$ cat src/core/ampv_params.svh
`ifndef AMPV_PARAMS_SVH
`define AMPV_PARAMS_SVH

// ==========================================================================
// Register offsets.
`define AMPV_OFS_DIG 8'h02
`define AMPV_OFS_VCFG 8'h03
`define AMPV_OFS_VOLL 8'h04
`define AMPV_OFS_VOLR 8'h05

// ==========================================================================
// Reset values and writable-bit masks.
`define AMPV_DIG_RST 8'h14
`define AMPV_VCFG_RST 8'h80
`define AMPV_VOL_RST 8'hCF
`define AMPV_DIG_WMASK 8'hBF
`define AMPV_VCFG_WMASK 8'h83

// ==========================================================================
// Field positions.
`define AMPV_HPF_BIT 7
`define AMPV_BOOST_HI 5
`define AMPV_BOOST_LO 4
`define AMPV_SPEED_BIT 3
`define AMPV_FMT_HI 2
`define AMPV_FADE_BIT 7
`define AMPV_MUTER_BIT 1
`define AMPV_MUTEL_BIT 0

// ==========================================================================
// Volume codes below this one mute the channel.
`define AMPV_VOL_MUTE_BELOW 8'h07

// ==========================================================================
// Timing: one fade step per nominal sample period.
`define AMPV_CLK_PERIOD_NS 20
`define AMPV_FADE_STEP_NS 20833
`define AMPV_FADE_STEP_CYC (`AMPV_FADE_STEP_NS / `AMPV_CLK_PERIOD_NS)

// Control port device address (arbitrary value).
`define AMPV_DEV_ADDR 7'h2A

`endif

$ cat src/core/ampv_pkg.sv
package ampv_pkg;

	typedef enum logic [2:0] {
		ST_IDLE = 3'b000,
		ST_ADDR = 3'b001,
		ST_AACK = 3'b010,
		ST_WDATA = 3'b011,
		ST_WACK = 3'b100,
		ST_RDATA = 3'b101,
		ST_RACK = 3'b110
	} ampv_state_type;

	typedef struct packed {
		logic highpass_skip;
		logic [1:0] boost;
		logic speed_range_select;
		logic [2:0] in_format;
	} ampv_path_cfg_type;

	typedef struct packed {
		logic [7:0] gain_code;
		logic soft_mute;
	} ampv_chan_type;

endpackage

$ cat src/core/ampv_fade.sv
`timescale 1ns/10ps
`default_nettype none
`include "ampv_params.svh"

module ampv_fade (
	input wire logic clk_i,
	input wire logic rst_n_i,
	input wire logic step_i,
	input wire logic fade_en_i,
	input wire logic mute_i,
	input wire logic [7:0] vol_i,
	output ampv_pkg::ampv_chan_type chan_o
);

	logic [7:0] applied_q;
	logic [7:0] applied_d;
	logic [7:0] target;

	// A soft mute fades towards code zero, which sits below the mute threshold.
	assign target = mute_i ? 8'h00 : vol_i;

	always_comb begin
		applied_d = applied_q;
		if (!fade_en_i) begin
			applied_d = target;
		end else if (step_i && applied_q < target) begin
			applied_d = applied_q + 8'h01;
		end else if (step_i && applied_q > target) begin
			applied_d = applied_q - 8'h01;
		end
	end

	always_ff @(posedge clk_i or negedge rst_n_i) begin
		if (!rst_n_i) begin
			applied_q <= `AMPV_VOL_RST;
		end else begin
			applied_q <= applied_d;
		end
	end

	assign chan_o.gain_code = applied_q;
	assign chan_o.soft_mute = applied_q < `AMPV_VOL_MUTE_BELOW;
endmodule

`default_nettype wire

$ cat src/core/ampv_regs.sv
`timescale 1ns/10ps
`default_nettype none
`include "ampv_params.svh"

// How it works
// - Bit 7 set bypasses high-pass filter.
// - Bits 5:4 add 0/6/12/18 dB boost.
// - Bit 3 selects single or double speed.
// - Bits 2:0 select serial input framing.
// - Volume config bit 7 enables fading.
// - Config bit 1 soft-mutes right channel.
// - Config bit 0 soft-mutes left channel.
// - Left code FF is +24 dB, 0.5 dB steps.
// - Left volume resets to CF, 0 dB.
// - Codes below 07 mute the channel.
// - Separate right volume register at 0x05.
// - Right volume shares left encoding and reset.
module ampv_regs #(
	parameter int unsigned FADE_STEP_CYC = `AMPV_FADE_STEP_CYC,
	parameter logic [6:0] DEV_ADDR = `AMPV_DEV_ADDR
) (
	input wire logic clk_i,
	input wire logic rst_n_i,
	input wire logic scl_i,
	input wire logic sda_i,
	output logic sda_o,
	output logic sda_oe_o,
	output ampv_pkg::ampv_path_cfg_type path_cfg_o,
	output ampv_pkg::ampv_chan_type [1:0] chan_o
);

	// ======================================================================
	// Reset release and pin synchronisers.
	logic rst_meta_q;
	logic rst_n;
	logic scl_s1_q, scl_s2_q, scl_s3_q;
	logic sda_s1_q, sda_s2_q, sda_s3_q;

	always_ff @(posedge clk_i or negedge rst_n_i) begin
		if (!rst_n_i) begin
			rst_meta_q <= 1'b0;
			rst_n <= 1'b0;
		end else begin
			rst_meta_q <= 1'b1;
			rst_n <= rst_meta_q;
		end
	end

	always_ff @(posedge clk_i or negedge rst_n) begin
		if (!rst_n) begin
			scl_s1_q <= 1'b1;
			scl_s2_q <= 1'b1;
			scl_s3_q <= 1'b1;
			sda_s1_q <= 1'b1;
			sda_s2_q <= 1'b1;
			sda_s3_q <= 1'b1;
		end else begin
			scl_s1_q <= scl_i;
			scl_s2_q <= scl_s1_q;
			scl_s3_q <= scl_s2_q;
			sda_s1_q <= sda_i;
			sda_s2_q <= sda_s1_q;
			sda_s3_q <= sda_s2_q;
		end
	end

	logic scl_rise, scl_fall, bus_start, bus_stop;
	assign scl_rise = scl_s2_q & ~scl_s3_q;
	assign scl_fall = ~scl_s2_q & scl_s3_q;
	assign bus_start = scl_s2_q & scl_s3_q & ~sda_s2_q & sda_s3_q;
	assign bus_stop = scl_s2_q & scl_s3_q & sda_s2_q & ~sda_s3_q;

	// ======================================================================
	// Two-wire control port.
	ampv_pkg::ampv_state_type state_q, state_d;
	logic [3:0] cnt_q, cnt_d;
	logic [7:0] shift_q, shift_d;
	logic [7:0] ptr_q, ptr_d;
	logic [7:0] tx_q, tx_d;
	logic first_q, first_d;
	logic rw_q, rw_d;
	logic ack_ok_q, ack_ok_d;
	logic wr_stb;
	logic [7:0] rd_data;
	logic [7:0] dig_q, dig_d;
	logic [7:0] vcfg_q, vcfg_d;
	logic [7:0] voll_q, voll_d;
	logic [7:0] volr_q, volr_d;

	always_comb begin
		case (ptr_q)
			`AMPV_OFS_DIG: rd_data = dig_q;
			`AMPV_OFS_VCFG: rd_data = vcfg_q;
			`AMPV_OFS_VOLL: rd_data = voll_q;
			`AMPV_OFS_VOLR: rd_data = volr_q;
			default: rd_data = 8'h00;
		endcase
	end

	always_comb begin
		state_d = state_q;
		cnt_d = cnt_q;
		shift_d = shift_q;
		ptr_d = ptr_q;
		tx_d = tx_q;
		first_d = first_q;
		rw_d = rw_q;
		ack_ok_d = ack_ok_q;
		wr_stb = 1'b0;
		if (bus_start) begin
			state_d = ampv_pkg::ST_ADDR;
			cnt_d = 4'h0;
		end else if (bus_stop) begin
			state_d = ampv_pkg::ST_IDLE;
		end else begin
			case (state_q)
				ampv_pkg::ST_ADDR, ampv_pkg::ST_WDATA: begin
					if (scl_rise) begin
						shift_d = {shift_q[6:0], sda_s2_q};
						cnt_d = cnt_q + 4'h1;
					end else if (scl_fall && cnt_q == 4'h8) begin
						if (state_q == ampv_pkg::ST_WDATA) begin
							state_d = ampv_pkg::ST_WACK;
							first_d = 1'b0;
							if (first_q) begin
								ptr_d = shift_q;
							end else begin
								wr_stb = 1'b1;
								ptr_d = ptr_q + 8'h01;
							end
						end else if (shift_q[7:1] == DEV_ADDR) begin
							state_d = ampv_pkg::ST_AACK;
							rw_d = shift_q[0];
						end else begin
							state_d = ampv_pkg::ST_IDLE;
						end
					end
				end
				ampv_pkg::ST_AACK: begin
					if (scl_fall) begin
						cnt_d = 4'h0;
						if (rw_q) begin
							state_d = ampv_pkg::ST_RDATA;
							tx_d = rd_data;
						end else begin
							state_d = ampv_pkg::ST_WDATA;
							first_d = 1'b1;
						end
					end
				end
				ampv_pkg::ST_WACK: begin
					if (scl_fall) begin
						state_d = ampv_pkg::ST_WDATA;
						cnt_d = 4'h0;
					end
				end
				ampv_pkg::ST_RDATA: begin
					if (scl_rise) begin
						cnt_d = cnt_q + 4'h1;
					end else if (scl_fall && cnt_q == 4'h8) begin
						state_d = ampv_pkg::ST_RACK;
						ptr_d = ptr_q + 8'h01;
					end else if (scl_fall) begin
						tx_d = {tx_q[6:0], 1'b0};
					end
				end
				ampv_pkg::ST_RACK: begin
					if (scl_rise) begin
						ack_ok_d = ~sda_s2_q;
					end else if (scl_fall && ack_ok_q) begin
						state_d = ampv_pkg::ST_RDATA;
						tx_d = rd_data;
						cnt_d = 4'h0;
					end else if (scl_fall) begin
						state_d = ampv_pkg::ST_IDLE;
					end
				end
				default: begin
					state_d = ampv_pkg::ST_IDLE;
				end
			endcase
		end
	end

	always_ff @(posedge clk_i or negedge rst_n) begin
		if (!rst_n) begin
			state_q <= ampv_pkg::ST_IDLE;
			cnt_q <= 4'h0;
			shift_q <= 8'h00;
			ptr_q <= 8'h00;
			tx_q <= 8'h00;
			first_q <= 1'b0;
			rw_q <= 1'b0;
			ack_ok_q <= 1'b0;
		end else begin
			state_q <= state_d;
			cnt_q <= cnt_d;
			shift_q <= shift_d;
			ptr_q <= ptr_d;
			tx_q <= tx_d;
			first_q <= first_d;
			rw_q <= rw_d;
			ack_ok_q <= ack_ok_d;
		end
	end

	// The line is only ever pulled low; a high level comes from the pull-up.
	assign sda_o = 1'b0;
	assign sda_oe_o = (state_q == ampv_pkg::ST_AACK) || (state_q == ampv_pkg::ST_WACK) ||
		((state_q == ampv_pkg::ST_RDATA) && !tx_q[7]);

	// ======================================================================
	// Register bank.
	always_comb begin
		dig_d = dig_q;
		vcfg_d = vcfg_q;
		voll_d = voll_q;
		volr_d = volr_q;
		if (wr_stb) begin
			case (ptr_q)
				`AMPV_OFS_DIG: dig_d = shift_q & `AMPV_DIG_WMASK;
				`AMPV_OFS_VCFG: vcfg_d = shift_q & `AMPV_VCFG_WMASK;
				`AMPV_OFS_VOLL: voll_d = shift_q;
				`AMPV_OFS_VOLR: volr_d = shift_q;
				default: dig_d = dig_q;
			endcase
		end
	end

	always_ff @(posedge clk_i or negedge rst_n) begin
		if (!rst_n) begin
			dig_q <= `AMPV_DIG_RST;
			vcfg_q <= `AMPV_VCFG_RST;
			voll_q <= `AMPV_VOL_RST;
			volr_q <= `AMPV_VOL_RST;
		end else begin
			dig_q <= dig_d;
			vcfg_q <= vcfg_d;
			voll_q <= voll_d;
			volr_q <= volr_d;
		end
	end

	// The host is trusted to keep the format code at or below 101.
	assign path_cfg_o.highpass_skip = dig_q[`AMPV_HPF_BIT];
	assign path_cfg_o.boost = dig_q[`AMPV_BOOST_HI:`AMPV_BOOST_LO];
	assign path_cfg_o.speed_range_select = dig_q[`AMPV_SPEED_BIT];
	assign path_cfg_o.in_format = dig_q[`AMPV_FMT_HI:0];

	// ======================================================================
	// Fade step divider and per-channel volume ramps.
	logic [15:0] div_q, div_d;
	logic step_en;

	assign step_en = (div_q == 16'(FADE_STEP_CYC - 1));

	always_comb begin
		div_d = step_en ? 16'h0000 : div_q + 16'h0001;
	end

	always_ff @(posedge clk_i or negedge rst_n) begin
		if (!rst_n) begin
			div_q <= 16'h0000;
		end else begin
			div_q <= div_d;
		end
	end

	logic [1:0] mute_bits;
	logic [1:0][7:0] vol_codes;
	assign mute_bits = {vcfg_q[`AMPV_MUTER_BIT], vcfg_q[`AMPV_MUTEL_BIT]};
	assign vol_codes = {volr_q, voll_q};

	for (genvar ch = 0; ch < 2; ch++) begin : g_chan
		ampv_fade u_fade (
			.clk_i(clk_i),
			.rst_n_i(rst_n),
			.step_i(step_en),
			.fade_en_i(vcfg_q[`AMPV_FADE_BIT]),
			.mute_i(mute_bits[ch]),
			.vol_i(vol_codes[ch]),
			.chan_o(chan_o[ch])
		);
	end
endmodule

`default_nettype wire

$ cat config.mk
export PLATFORM = sky130hd
export DESIGN_NAME = ampv_regs
export DESIGN_NICKNAME = d
export VERILOG_FILES = /design/src/core/ampv_pkg.sv /design/src/core/ampv_fade.sv /design/src/core/ampv_regs.sv
export VERILOG_INCLUDE_DIRS = /design/src /design/src/core
export SDC_FILE = /design/constraint.sdc
export NUM_CORES = 1
export LEC_CHECK = 0
export BUFFER_PORTS_ARGS = -buffer_cell sky130_fd_sc_hd__buf_2
export CAP_MARGIN = 20
export CORE_MARGIN = 2
export CORE_UTILIZATION = 50
export CTS_CLUSTER_DIAMETER = 50
export DETAILED_ROUTE_END_ITERATION = 10
export HOLD_SLACK_MARGIN = 0.03
export PLACE_DENSITY = 0.77
export SLEW_MARGIN = 10
export SYNTH_ARGS = -nofsm -noshare
export SYNTH_HDL_FRONTEND = slang
export SYNTH_HIERARCHICAL = 1
export SYNTH_SLANG_ARGS = --single-unit
$ cat constraint.sdc
create_clock -name clk_i -period 3.65 [get_ports clk_i]
set_input_delay 0.5475 -clock clk_i [delete_from_list [all_inputs] [get_ports clk_i]]
set_output_delay 0.5475 -clock clk_i [all_outputs]
set_load 0.005 [all_outputs]
==> results of run 1 <==
-- area by class of cell --
class | count | area, sq um
Fill cell | 1087 | 5620
Tap cell | 172 | 215
Clock buffer | 12 | 246
Inverter | 17 | 73.8
Multi-Input combinational cell | 441 | 3530
Sequential cell | 100 | 2550
Timing Repair Buffer | 33 | 178
Clock inverter | 4 | 48.8
-- critical path, delay by kind of cell (launching register included) --
kind                     cells  cell delay, ns
AO/OA/AOI/OAI                7            1.64
XOR/XNOR                     1            0.16
adder cells (fa/ha/maj)      2            0.68
buffers and inverters        1            0.11
flip-flops                   1            0.46
AND/OR/NAND/NOR              1            0.20
-- routing by layer --
layer / GRT usage (%) / share of wire [%] / up-vias
li1: - / - / 2283
met1: 29.4 / 47 / 2422
met2: 35.6 / 48 / 112
met3: 5.14 / 3.9 / 20
met4: 5.71 / 1.3 / 0
met5: 0 / 0 / -
-- worst paths after layout --
kind / start / endpoint / depth (start not counted)
setup / recovery: vcfg_q[1] / g_chan[1].u_fade/applied_q[6] / 12
hold / removal: sda_i / sda_s1_q / 1
setup reg to reg: vcfg_q[1] / g_chan[1].u_fade/applied_q[6] / 12
hold reg to reg: sda_s1_q / sda_s2_q / 0
max in group asynchronous: rst_n / g_chan[1].u_fade/applied_q[0] / 1
min in group asynchronous: rst_n / cnt_q[1] / 0
-- cell usage after synthesis, drive strengths merged, types with 6 or more instances --
master	number
a21o	10
a21oi	15
a221oi	9
and3	14
buf	17
clkbuf	11
dfrtp	67
dfstp	33
ha	38
inv	17
mux2	39
nand2	19
nand2b	15
nand3	25
nand4	23
nor2	18
nor2b	12
nor3	11
o211ai	22
o21ai	25
o22a	6
o31ai	6
xnor2	17
xor2	9
-- state kept, by name (all words and copies together) (netlist names), 3 cells and up --
register                 flops
cnt_q                        4
dig_q                        7
div_q                       16
g_chan.u_fade/applied_q     16
ptr_q                        8
shift_q                      8
state_q                      3
tx_q                         8
vcfg_q                       3
voll_q                       8
volr_q                       8
-- through the flow --
step	area [sq um]	power [mW]	util (%)
after floorplan	6310	2.00	-
after global placement	6540	2.13	52.5
after detailed placement	6540	2.16	52.5
after CTS	6840	3.15	54.9
after global routing	6840	3.30	54.9
final	6840	3.12	54.9
-- cells by family (layout without fill, tap and decap cells) --
group           count (synthesis)  after routing  share of synthesized area (%)
compound gates                154            154                           19.4
flops                         100            100                           40.3
buf+inv                        45             66                           3.74
fa+ha+maj                      40             40                           8.16
mux                            44             44                           7.75
xor+xnor                       26             26                           3.61
simple gates                  175            175                           16.9
other cells                     2              2                          0.119
-- power by group --
| part | leakage, nW | switching (mW) | total (mW) | internal, mW |
|---|---|---|---|---|
| Clock | 0.147 | 0.412 | 0.963 | 0.551 |
| Combinational | 1.59 | 0.358 | 0.664 | 0.306 |
| Sequential | 1.23 | 0.251 | 1.49 | 1.24 |
| Total | 2.96 | 1.02 | 3.12 | 2.10 |
==> results_dict.tcl, run 1 <==
set metrics [dict create \
    worst_slew_margin_rel_pct 40.2 \
    nets 646 \
    cellPowerDensity_nw_per_um2 455 \
    ys_ff_latch 100 \
    ys_types 86 \
    cts_tree "done" \
    grt_max_degree 71 \
    io_buffer_count 29 \
    area_delta_synth_final_pct 8.38 \
    cts_buffer_depth 2 \
    ctsHoldBuffers 1 \
    ys_seq_area_share_pct 40.3 \
    crit_path_end_kind "register" \
    layout_commonest_cell "dfrtp_1" \
    antenna_found_initial 0 \
    worstMarginPinSlew_ns 0.897 \
    async_reset_ff_share_pct 100 \
    skew_ns 0.00622 \
    yosysWarningCount 6 \
    cts_sinks 100 \
    dp_hpwl_microns 9760 \
    slowest_delay_ns 0.46 \
    drtIter0Drc 480 \
    netlist_area_sq_um 6310 \
    routedWlPerCell_microns 17.9 \
    start_kind "register" \
    maxSlewViolCount 0 \
    hold_path.class "in2reg" \
    die_width_microns 116 \
    rsz0062_at_grt "false" \
    avgSynthCellArea_sq_um 10.8 \
    cts_buffers 9 \
    gp_congestion 0.883 \
    yosysTopAreaCell "dfrtp_1" \
    path_cells "nand2b_1 > ha_1 > a21o_1 > a211oi_1 > o2111a_1 > inv_6 > ha_1 > a21o_2 > a221oi_1 > xnor2_1 > o21ai_1 > a31oi_1" \
    setup_viol 0 \
    dieArea_sq_um 13500 \
    stdcell_count 779 \
    period_minus_slack_ns 3.32 \
    fp.dieH_microns 116 \
    grt-ovfl-total 0 \
    grt_use_total_pct 21.8 \
    maxCapViolCount 0 \
    cts_resized 0 \
    cts.clk_slew.worst_paths_ns 0.07 \
    clk_latency_ns 0.35 \
    core_sq_um 12500 \
    fin_hold_ws_ns 0.297 \
    criticalPathCategory "reg2reg" \
    synthTopCellsByArea "dfrtp_1 (27%), dfstp_2 (14%), ha_1 (7.5%), mux2_2 (6.6%), o211ai_1 (2.6%)" \
    synth_top_area_share_pct 26.6 \
    wl_microns 14000 \
    dr.pass1.iters 5 \
    numPlacedInstances 762 \
    row_count 41 \
    postRouteAntennaNets 0 \
    pre_cts_ws_ns 0.336 \
    p_leak_nw 2.96 \
    critPathArrivalTime_ns 3.60 \
    vias 4837 \
    hold_viol 0 \
    root_buffer "clkbuf_16" \
    io_pins 31 \
    cp_slowest_cell "dfrtp_1" \
    worst_path_most_repeated_cell "ha_1" \
    cts_setup_buffers 0 \
    grt_pass1_wl_microns 23300 \
    layout_common_cells "dfrtp_1 (66), ha_1 (38), mux2_2 (37), dfstp_2 (33), buf_2 (29)" \
    fin_ws_ns 0.327 \
    initial_core_util_pct 50.7 \
    grt_pass1_vias 4677 \
    synth_edf_count 0 \
    diodes 0 \
    ys.flop_type "dfrtp_1" \
    drive_gt1_share_pct 24.1 \
    status "completed" \
    irDropWorstVdd_mv 0.431 \
    reg2reg_slack_ns 0.33 \
    critPathRequiredTime_ns 3.92 \
    tns_ns 0 \
    finalCritPeriodShare_pct 91.0 \
    syn_inst 586 \
    routed_via_density 6.21 \
    drc 0 \
    crit_fanout 16 \
    fmax_ghz 0.301 \
    synth_nets 630 \
    htreeDepth 3 \
]
(Power assumes the default switching activity.)
==> inputs of run 2 (changes only) <==
--- a/config.mk
+++ b/config.mk
@@ -17,5 +17,4 @@
 export SLEW_MARGIN = 10
 export SYNTH_ARGS = -nofsm -noshare
 export SYNTH_HDL_FRONTEND = slang
-export SYNTH_HIERARCHICAL = 1
 export SYNTH_SLANG_ARGS = --single-unit
==> results_dict.tcl, run 2 <==
set metrics [dict create \
    irDropWorstVdd_mv 0.398 \
    gp_congestion 0.894 \
    largestRegisters "div_q x16, g_chan.u_fade.applied_q x16" \
    die_width_microns 112 \
    layout_commonest_cell "nand2_1" \
    n_fill_cell 941 \
    crit_buf_inv 0 \
    cts.clk_slew.worst_paths_ns 0.07 \
    grt_pass1_wl_microns 21600 \
    worst_slew_margin_rel_pct 40.9 \
    ys_seq_area_share_pct 43.2 \
    grt_max_degree 48 \
    area_delta_synth_final_pct 12.6 \
    htreeDepth 3 \
    ys.flop_type "dfrtp_1" \
    routedWlPerCell_microns 17.2 \
    skew_ns 0.00730 \
    numPlacedInstances 742 \
    synthTopCellsByCount "nand2_1 (68), dfrtp_1 (67), a21oi_1 (53)" \
    grt_use_total_pct 21.4 \
    dr.pass1.iters 6 \
    grt_pass1_vias 4466 \
    cts_buffer_depth 2 \
    fin_ws_ns 0.0313 \
    tns_ns 0 \
    power.total_mw 2.35 \
    hold_path.class "in2reg" \
    layout_common_cells "nand2_1 (67), dfrtp_1 (65), a21oi_1 (49), mux2_2 (36), ha_1 (36)" \
    path_cells "ha_4 > nor2b_1 > o211ai_1 > nand2_1 > a211o_1 > ha_1 > a21oi_2 > o21ai_2 > or4_1 > a31oi_2 > xor2_1 > or3_1 > a31oi_1" \
    rsz0062_at_grt "true" \
    io_pins 31 \
    synthTopCellsByArea "dfrtp_1 (28%), dfstp_2 (15%), ha_1 (8.1%), mux2_2 (6.9%), a21oi_1 (4.5%)" \
    maxSlewViolCount 0 \
    row_count 39 \
    worstMarginPinSlew_ns 0.873 \
    clk_latency_ns 0.36 \
    path_delay_family "compound AO/OA/AOI/OAI gates" \
    drc 0 \
    cp_slowest_cell "dfstp_2" \
    dp_hpwl_microns 9220 \
    final_core_util_pct 57.8 \
    ys_types 66 \
    drive_gt1_share_pct 25.8 \
    core_sq_um 11500 \
    routed_via_density 6.05 \
    antenna_found_initial 0 \
    critPathRequiredTime_ns 3.94 \
    syn_inst 588 \
    criticalPathCategory "reg2reg" \
    drtIter0Drc 387 \
    synth_nets 632 \
    avgSynthCellArea_sq_um 10.0 \
    yosysTopAreaCell "dfrtp_1" \
    wl_microns 13300 \
    root_buffer "clkbuf_16" \
    synth_edf_count 0 \
    start_kind "register" \
    synth_top_area_share_pct 28.5 \
    finalCritPeriodShare_pct 99.1 \
    cts_sinks 100 \
    postRouteAntennaNets 0 \
    crit_path_end_kind "register" \
    ys_ff_latch 100 \
    period_minus_slack_ns 3.62 \
    slowest_delay_ns 0.62 \
    vias 4670 \
    maxCapViolCount 0 \
    diodes 0 \
    pre_cts_ws_ns 0.0125 \
    io_buffer_count 29 \
    grt-ovfl-total 0 \
    crit_fanout 6 \
    setup_viol 0 \
    dieArea_sq_um 12700 \
    cts_buffers 9 \
    yosysMostFrequentCell "nand2_1" \
    hold_viol 0 \
    fp.dieH_microns 112 \
    fmax_ghz 0.276 \
    cts_tree "done" \
    p_leak_nw 2.86 \
    critPathArrivalTime_ns 3.91 \
    cellPowerDensity_nw_per_um2 354 \
    nets 668 \
    yosysWarningCount 0 \
    async_reset_ff_share_pct 100 \
    initial_core_util_pct 51.3 \
    netlist_area_sq_um 5890 \
    status "completed" \
    stdcell_count 772 \
]
[run 2: cell count changes after synthesis, moves of 9 or more]
cell	change
a21oi_1	+39
clkbuf_1	+9
nand2_1	+49
nand2b_1	-10
nand4_1	-16
nor2_1	+11
o211ai_1	-19
o21ai_0	+13
[run 2: power by group]
part	internal (mW)	switching [mW]	total (mW)
Clock	0.531	0.426	0.958
Sequential	1.16	0.117	1.27
Combinational	0.0579	0.0599	0.118
Total	1.74	0.603	2.35
[run 2: worst register-to-register path, cell delays in order, from the launching register on]
cell and delay, ns:
dfstp_2 0.62, ha_4 0.23, nor2b_1 0.13, o211ai_1 0.23, nand2_1 0.09, a211o_1 0.34
ha_1 0.34, a21oi_2 0.20, o21ai_2 0.09, or4_1 0.49, a31oi_2 0.21, xor2_1 0.10
or3_1 0.31, a31oi_1 0.16
[run 2: layout make-up]
| type | count | area, sq um | area share (%) |
|---|---|---|---|
| clock inverter | 6 | 65.1 | 0.982 |
| sequential | 100 | 2550 | 38.5 |
| timing repair buffer | 49 | 302 | 4.55 |
| timing repair inverter | 1 | 7.51 | 0.113 |
| multi-input combinational | 446 | 3230 | 48.7 |
| tap | 143 | 179 | 2.70 |
| clock buffer | 10 | 229 | 3.45 |
| inverter | 17 | 67.6 | 1.02 |
[run 2: kinds of logic after synthesis]
| logic type | count (synthesis) | share of synthesized area (%) |
|---|---|---|
| flip-flops | 100 | 43.2 |
| other | 2 | 0.128 |
| AO/OA/AOI/OAI | 145 | 15.5 |
| AND/OR/NAND/NOR | 187 | 16.5 |
| XOR/XNOR | 26 | 3.87 |
| adder cells (fa/ha/maj) | 40 | 8.76 |
| multiplexers | 46 | 8.59 |
| buffers and inverters | 42 | 3.51 |
[run 2: stage by stage]
stage | area, sq um | hold slack (ns)
floorplan | 5890 | 0.252
global placement | 6120 | 0.332
detailed placement | 6120 | 0.335
CTS | 6430 | 0.271
global route | 6630 | 0.265
finish | 6630 | 0.281
[run 2: path summary, 6_finish.rpt]
kind	start	end	slack, ns	depth (start not counted)
min in group asynchronous	rst_n	shift_q[3]	0.35	0
worst min-delay path	sda_i	sda_s1_q	0.28	1
worst max-delay path	g_chan[1].u_fade.applied_q[1]	g_chan[1].u_fade.applied_q[7]	0.03	13
worst min register to register	rst_n	shift_q[3]	0.35	0
worst max register to register	g_chan[1].u_fade.applied_q[1]	g_chan[1].u_fade.applied_q[7]	0.03	13
max in group asynchronous	rst_n	g_chan[0].u_fade.applied_q[3]	2.47	1
[run 2: timing repair]
item,in CTS,in global routing
cloned,0,1
resized for setup,0,24
pin swaps,1,16
setup endpoints to repair,1,2
hold buffers,1,0
buffers inserted,0,12
hold endpoints to repair,2,0
[run 2: metal layers]
| metal | track usage, % | wire length (microns) | vias up |
|---|---|---|---|
| met2 | 35.0 | 6480 | 135 |
| li1 | - | - | 2210 |
| met5 | 0 | 0 | - |
| met1 | 27.4 | 5880 | 2292 |
| met3 | 6.05 | 606 | 33 |
| met4 | 7.40 | 325 | 0 |
==> inputs of run 3 (changes only) <==
==> constraint.sdc (replaced) <==
create_clock -name clk_i -period 4.7 [get_ports clk_i]
set_input_delay 0.705 -clock clk_i [delete_from_list [all_inputs] [get_ports clk_i]]
set_output_delay 0.705 -clock clk_i [all_outputs]
set_load 0.005 [all_outputs]
==> results_dict.tcl, run 3 (synthesis results as in run 2) <==
set metrics [dict create \
    grt_pass1_vias 4483 \
    diodes 0 \
    initial_core_util_pct 51.3 \
    clock_power_share_pct 42.4 \
    grt_pass1_wl_microns 22200 \
    fp.dieH_microns 112 \
    largestRegisters "div_q x16, g_chan.u_fade.applied_q x16" \
    irDropWorstVdd_mv 0.403 \
    gp_congestion 0.877 \
    grt-busiest-layer "met2" \
    switching_power_mw 0.460 \
    nets 649 \
    setup_viol 0 \
    clk_latency_ns 0.35 \
    use_met3_pct 4.86 \
    hold_viol 0 \
    dp_hpwl_microns 9290 \
    p_leak_nw 2.75 \
    routed_via_density 6.11 \
    core_sq_um 11500 \
    layout_common_cells "nand2_1 (68), dfrtp_1 (66), a21oi_1 (53), ha_1 (38), mux2_2 (36)" \
    start_kind "register" \
    cts_tree "done" \
    status "completed" \
    rsz0062_at_grt "false" \
    finalCritPeriodShare_pct 83.7 \
    numPlacedInstances 737 \
    worstMarginPinSlew_ns 0.918 \
    fin_ws_ns 0.765 \
    io_pins 31 \
    drtIter0Drc 364 \
    grt_max_degree 60 \
    use_met1_pct 29.9 \
    pwr-share-seq_pct 52.7 \
    layout_commonest_cell "nand2_1" \
    dieArea_sq_um 12700 \
    fmax_ghz 0.254 \
    row_count 39 \
    cp-endpoint "g_chan[1].u_fade.applied_q[7]" \
    vias 4599 \
    switching_share_pct 24.6 \
    period_minus_slack_ns 3.93 \
    cts.clk_slew.worst_paths_ns 0.07 \
    crit_fanout 12 \
    maxSlewViolCount 0 \
    htreeDepth 3 \
    ctsHoldBuffers 0 \
    stdcell_count 753 \
    wl_microns 13100 \
    routedWlPerCell_microns 17.4 \
    fin_hold_ws_ns 0.129 \
    area_delta_synth_final_pct 8.80 \
    drc 0 \
    rr_startpoint "vcfg_q[1]" \
    r2r_cells 15 \
    grt-ovfl-total 0 \
    p_comb_share_pct 4.9 \
    reg2reg_slack_ns 0.77 \
    pre_cts_ws_ns 0.825 \
    cts_buffer_depth 2 \
    hold_path.class "in2async" \
    criticalPathCategory "reg2reg" \
    die_width_microns 112 \
    cts_setup_buffers 0 \
    antenna_found_initial 0 \
    cts_sinks 100 \
    critPathArrivalTime_ns 4.21 \
    grt_use_total_pct 21.7 \
    worst_slew_margin_rel_pct 37.8 \
    grtUsageMet2_pct 34.0 \
    skew_ns 0.00977 \
    drive_gt1_share_pct 20.7 \
    cts_buffers 9 \
    r2r-end "g_chan[1].u_fade.applied_q[7]" \
    cp-startpoint "vcfg_q[1]" \
    postRouteAntennaNets 0 \
    dr.pass1.iters 5 \
    critPathRequiredTime_ns 4.98 \
    maxCapViolCount 0 \
    io_buffer_count 29 \
    tns_ns 0 \
    cellPowerDensity_nw_per_um2 292 \
    crit_path_end_kind "register" \
    cts_resized 0 \
    root_buffer "clkbuf_16" \
    intPower_mw 1.41 \
]
[run 3: cell types whose count changed in the layout (fill, tap and decap cells not counted), sizes merged]
cell,before,now
buf,48,31
bufinv,1,2
clkbuf,10,11
clkinv,4,2
clkinvlp,3,1
dlygate4sd3,1,0
inv,16,17
[run 3: critical path, stage by stage (launching register included)]
cell and delay [ns]:
dfrtp_1 0.40, inv_1 0.26, nand2_1 0.10, ha_1 0.30, nor2b_1 0.13, o211ai_1 0.20, nand2_1 0.08, a211o_1 0.44
ha_1 0.33, a21oi_1 0.21, o21ai_0 0.17, or4_1 0.43, a31oi_1 0.22, xor2_1 0.10, or3_1 0.31, a31oi_1 0.17
[run 3: how the worst min path moves through the flow]
stage	cells after the start	from	end	slack [ns]
global route	1	rst_n_i	rst_meta_q	0.12
finish	1	rst_n_i	rst_n	0.13
floorplan	0	rst_meta_q	rst_n	0.33
CTS	1	rst_n_i	rst_n	0.12
global placement	0	rst_meta_q	rst_n	0.34
detailed placement	0	rst_meta_q	rst_n	0.34
[run 3: layer usage]
metal  vias to the layer above  part of all wire, %
met5                         -                    0
met4                         0                  2.9
met3                        28                  4.5
met2                       122                   48
met1                      2278                   45
li1                       2171                    -
[run 3: layout make-up]
type | instances | area [sq um]
well taps | 143 | 179
fillers | 1009 | 5060
flip-flops and latches | 100 | 2550
multi-input cells | 446 | 3140
inverters | 17 | 63.8
clock inverters | 5 | 85.1
repair buffers | 31 | 160
clock buffers | 11 | 233
[run 3: metrics by stage]
step | power, mW | util, % | cell area [sq um]
3_5_place_dp | 1.09 | 53.1 | 6090
4_1_cts | 1.88 | 55.8 | 6400
2_1_floorplan | 1.04 | - | 5890
5_1_grt | 1.95 | 55.8 | 6400
3_3_place_gp | 1.08 | 53.0 | 6080
6_report | 1.87 | 55.8 | 6400
[run 3: power by group through the flow]
stage                     registers [mW]  clock network (mW)  logic [mW]
final                              0.987               0.794      0.0909
after global placement             0.996                   0      0.0830
after detailed placement            1.00                   0      0.0907
after global routing               0.997               0.847       0.104
after floorplan                    0.959                   0      0.0815
after CTS                          0.985               0.806      0.0918
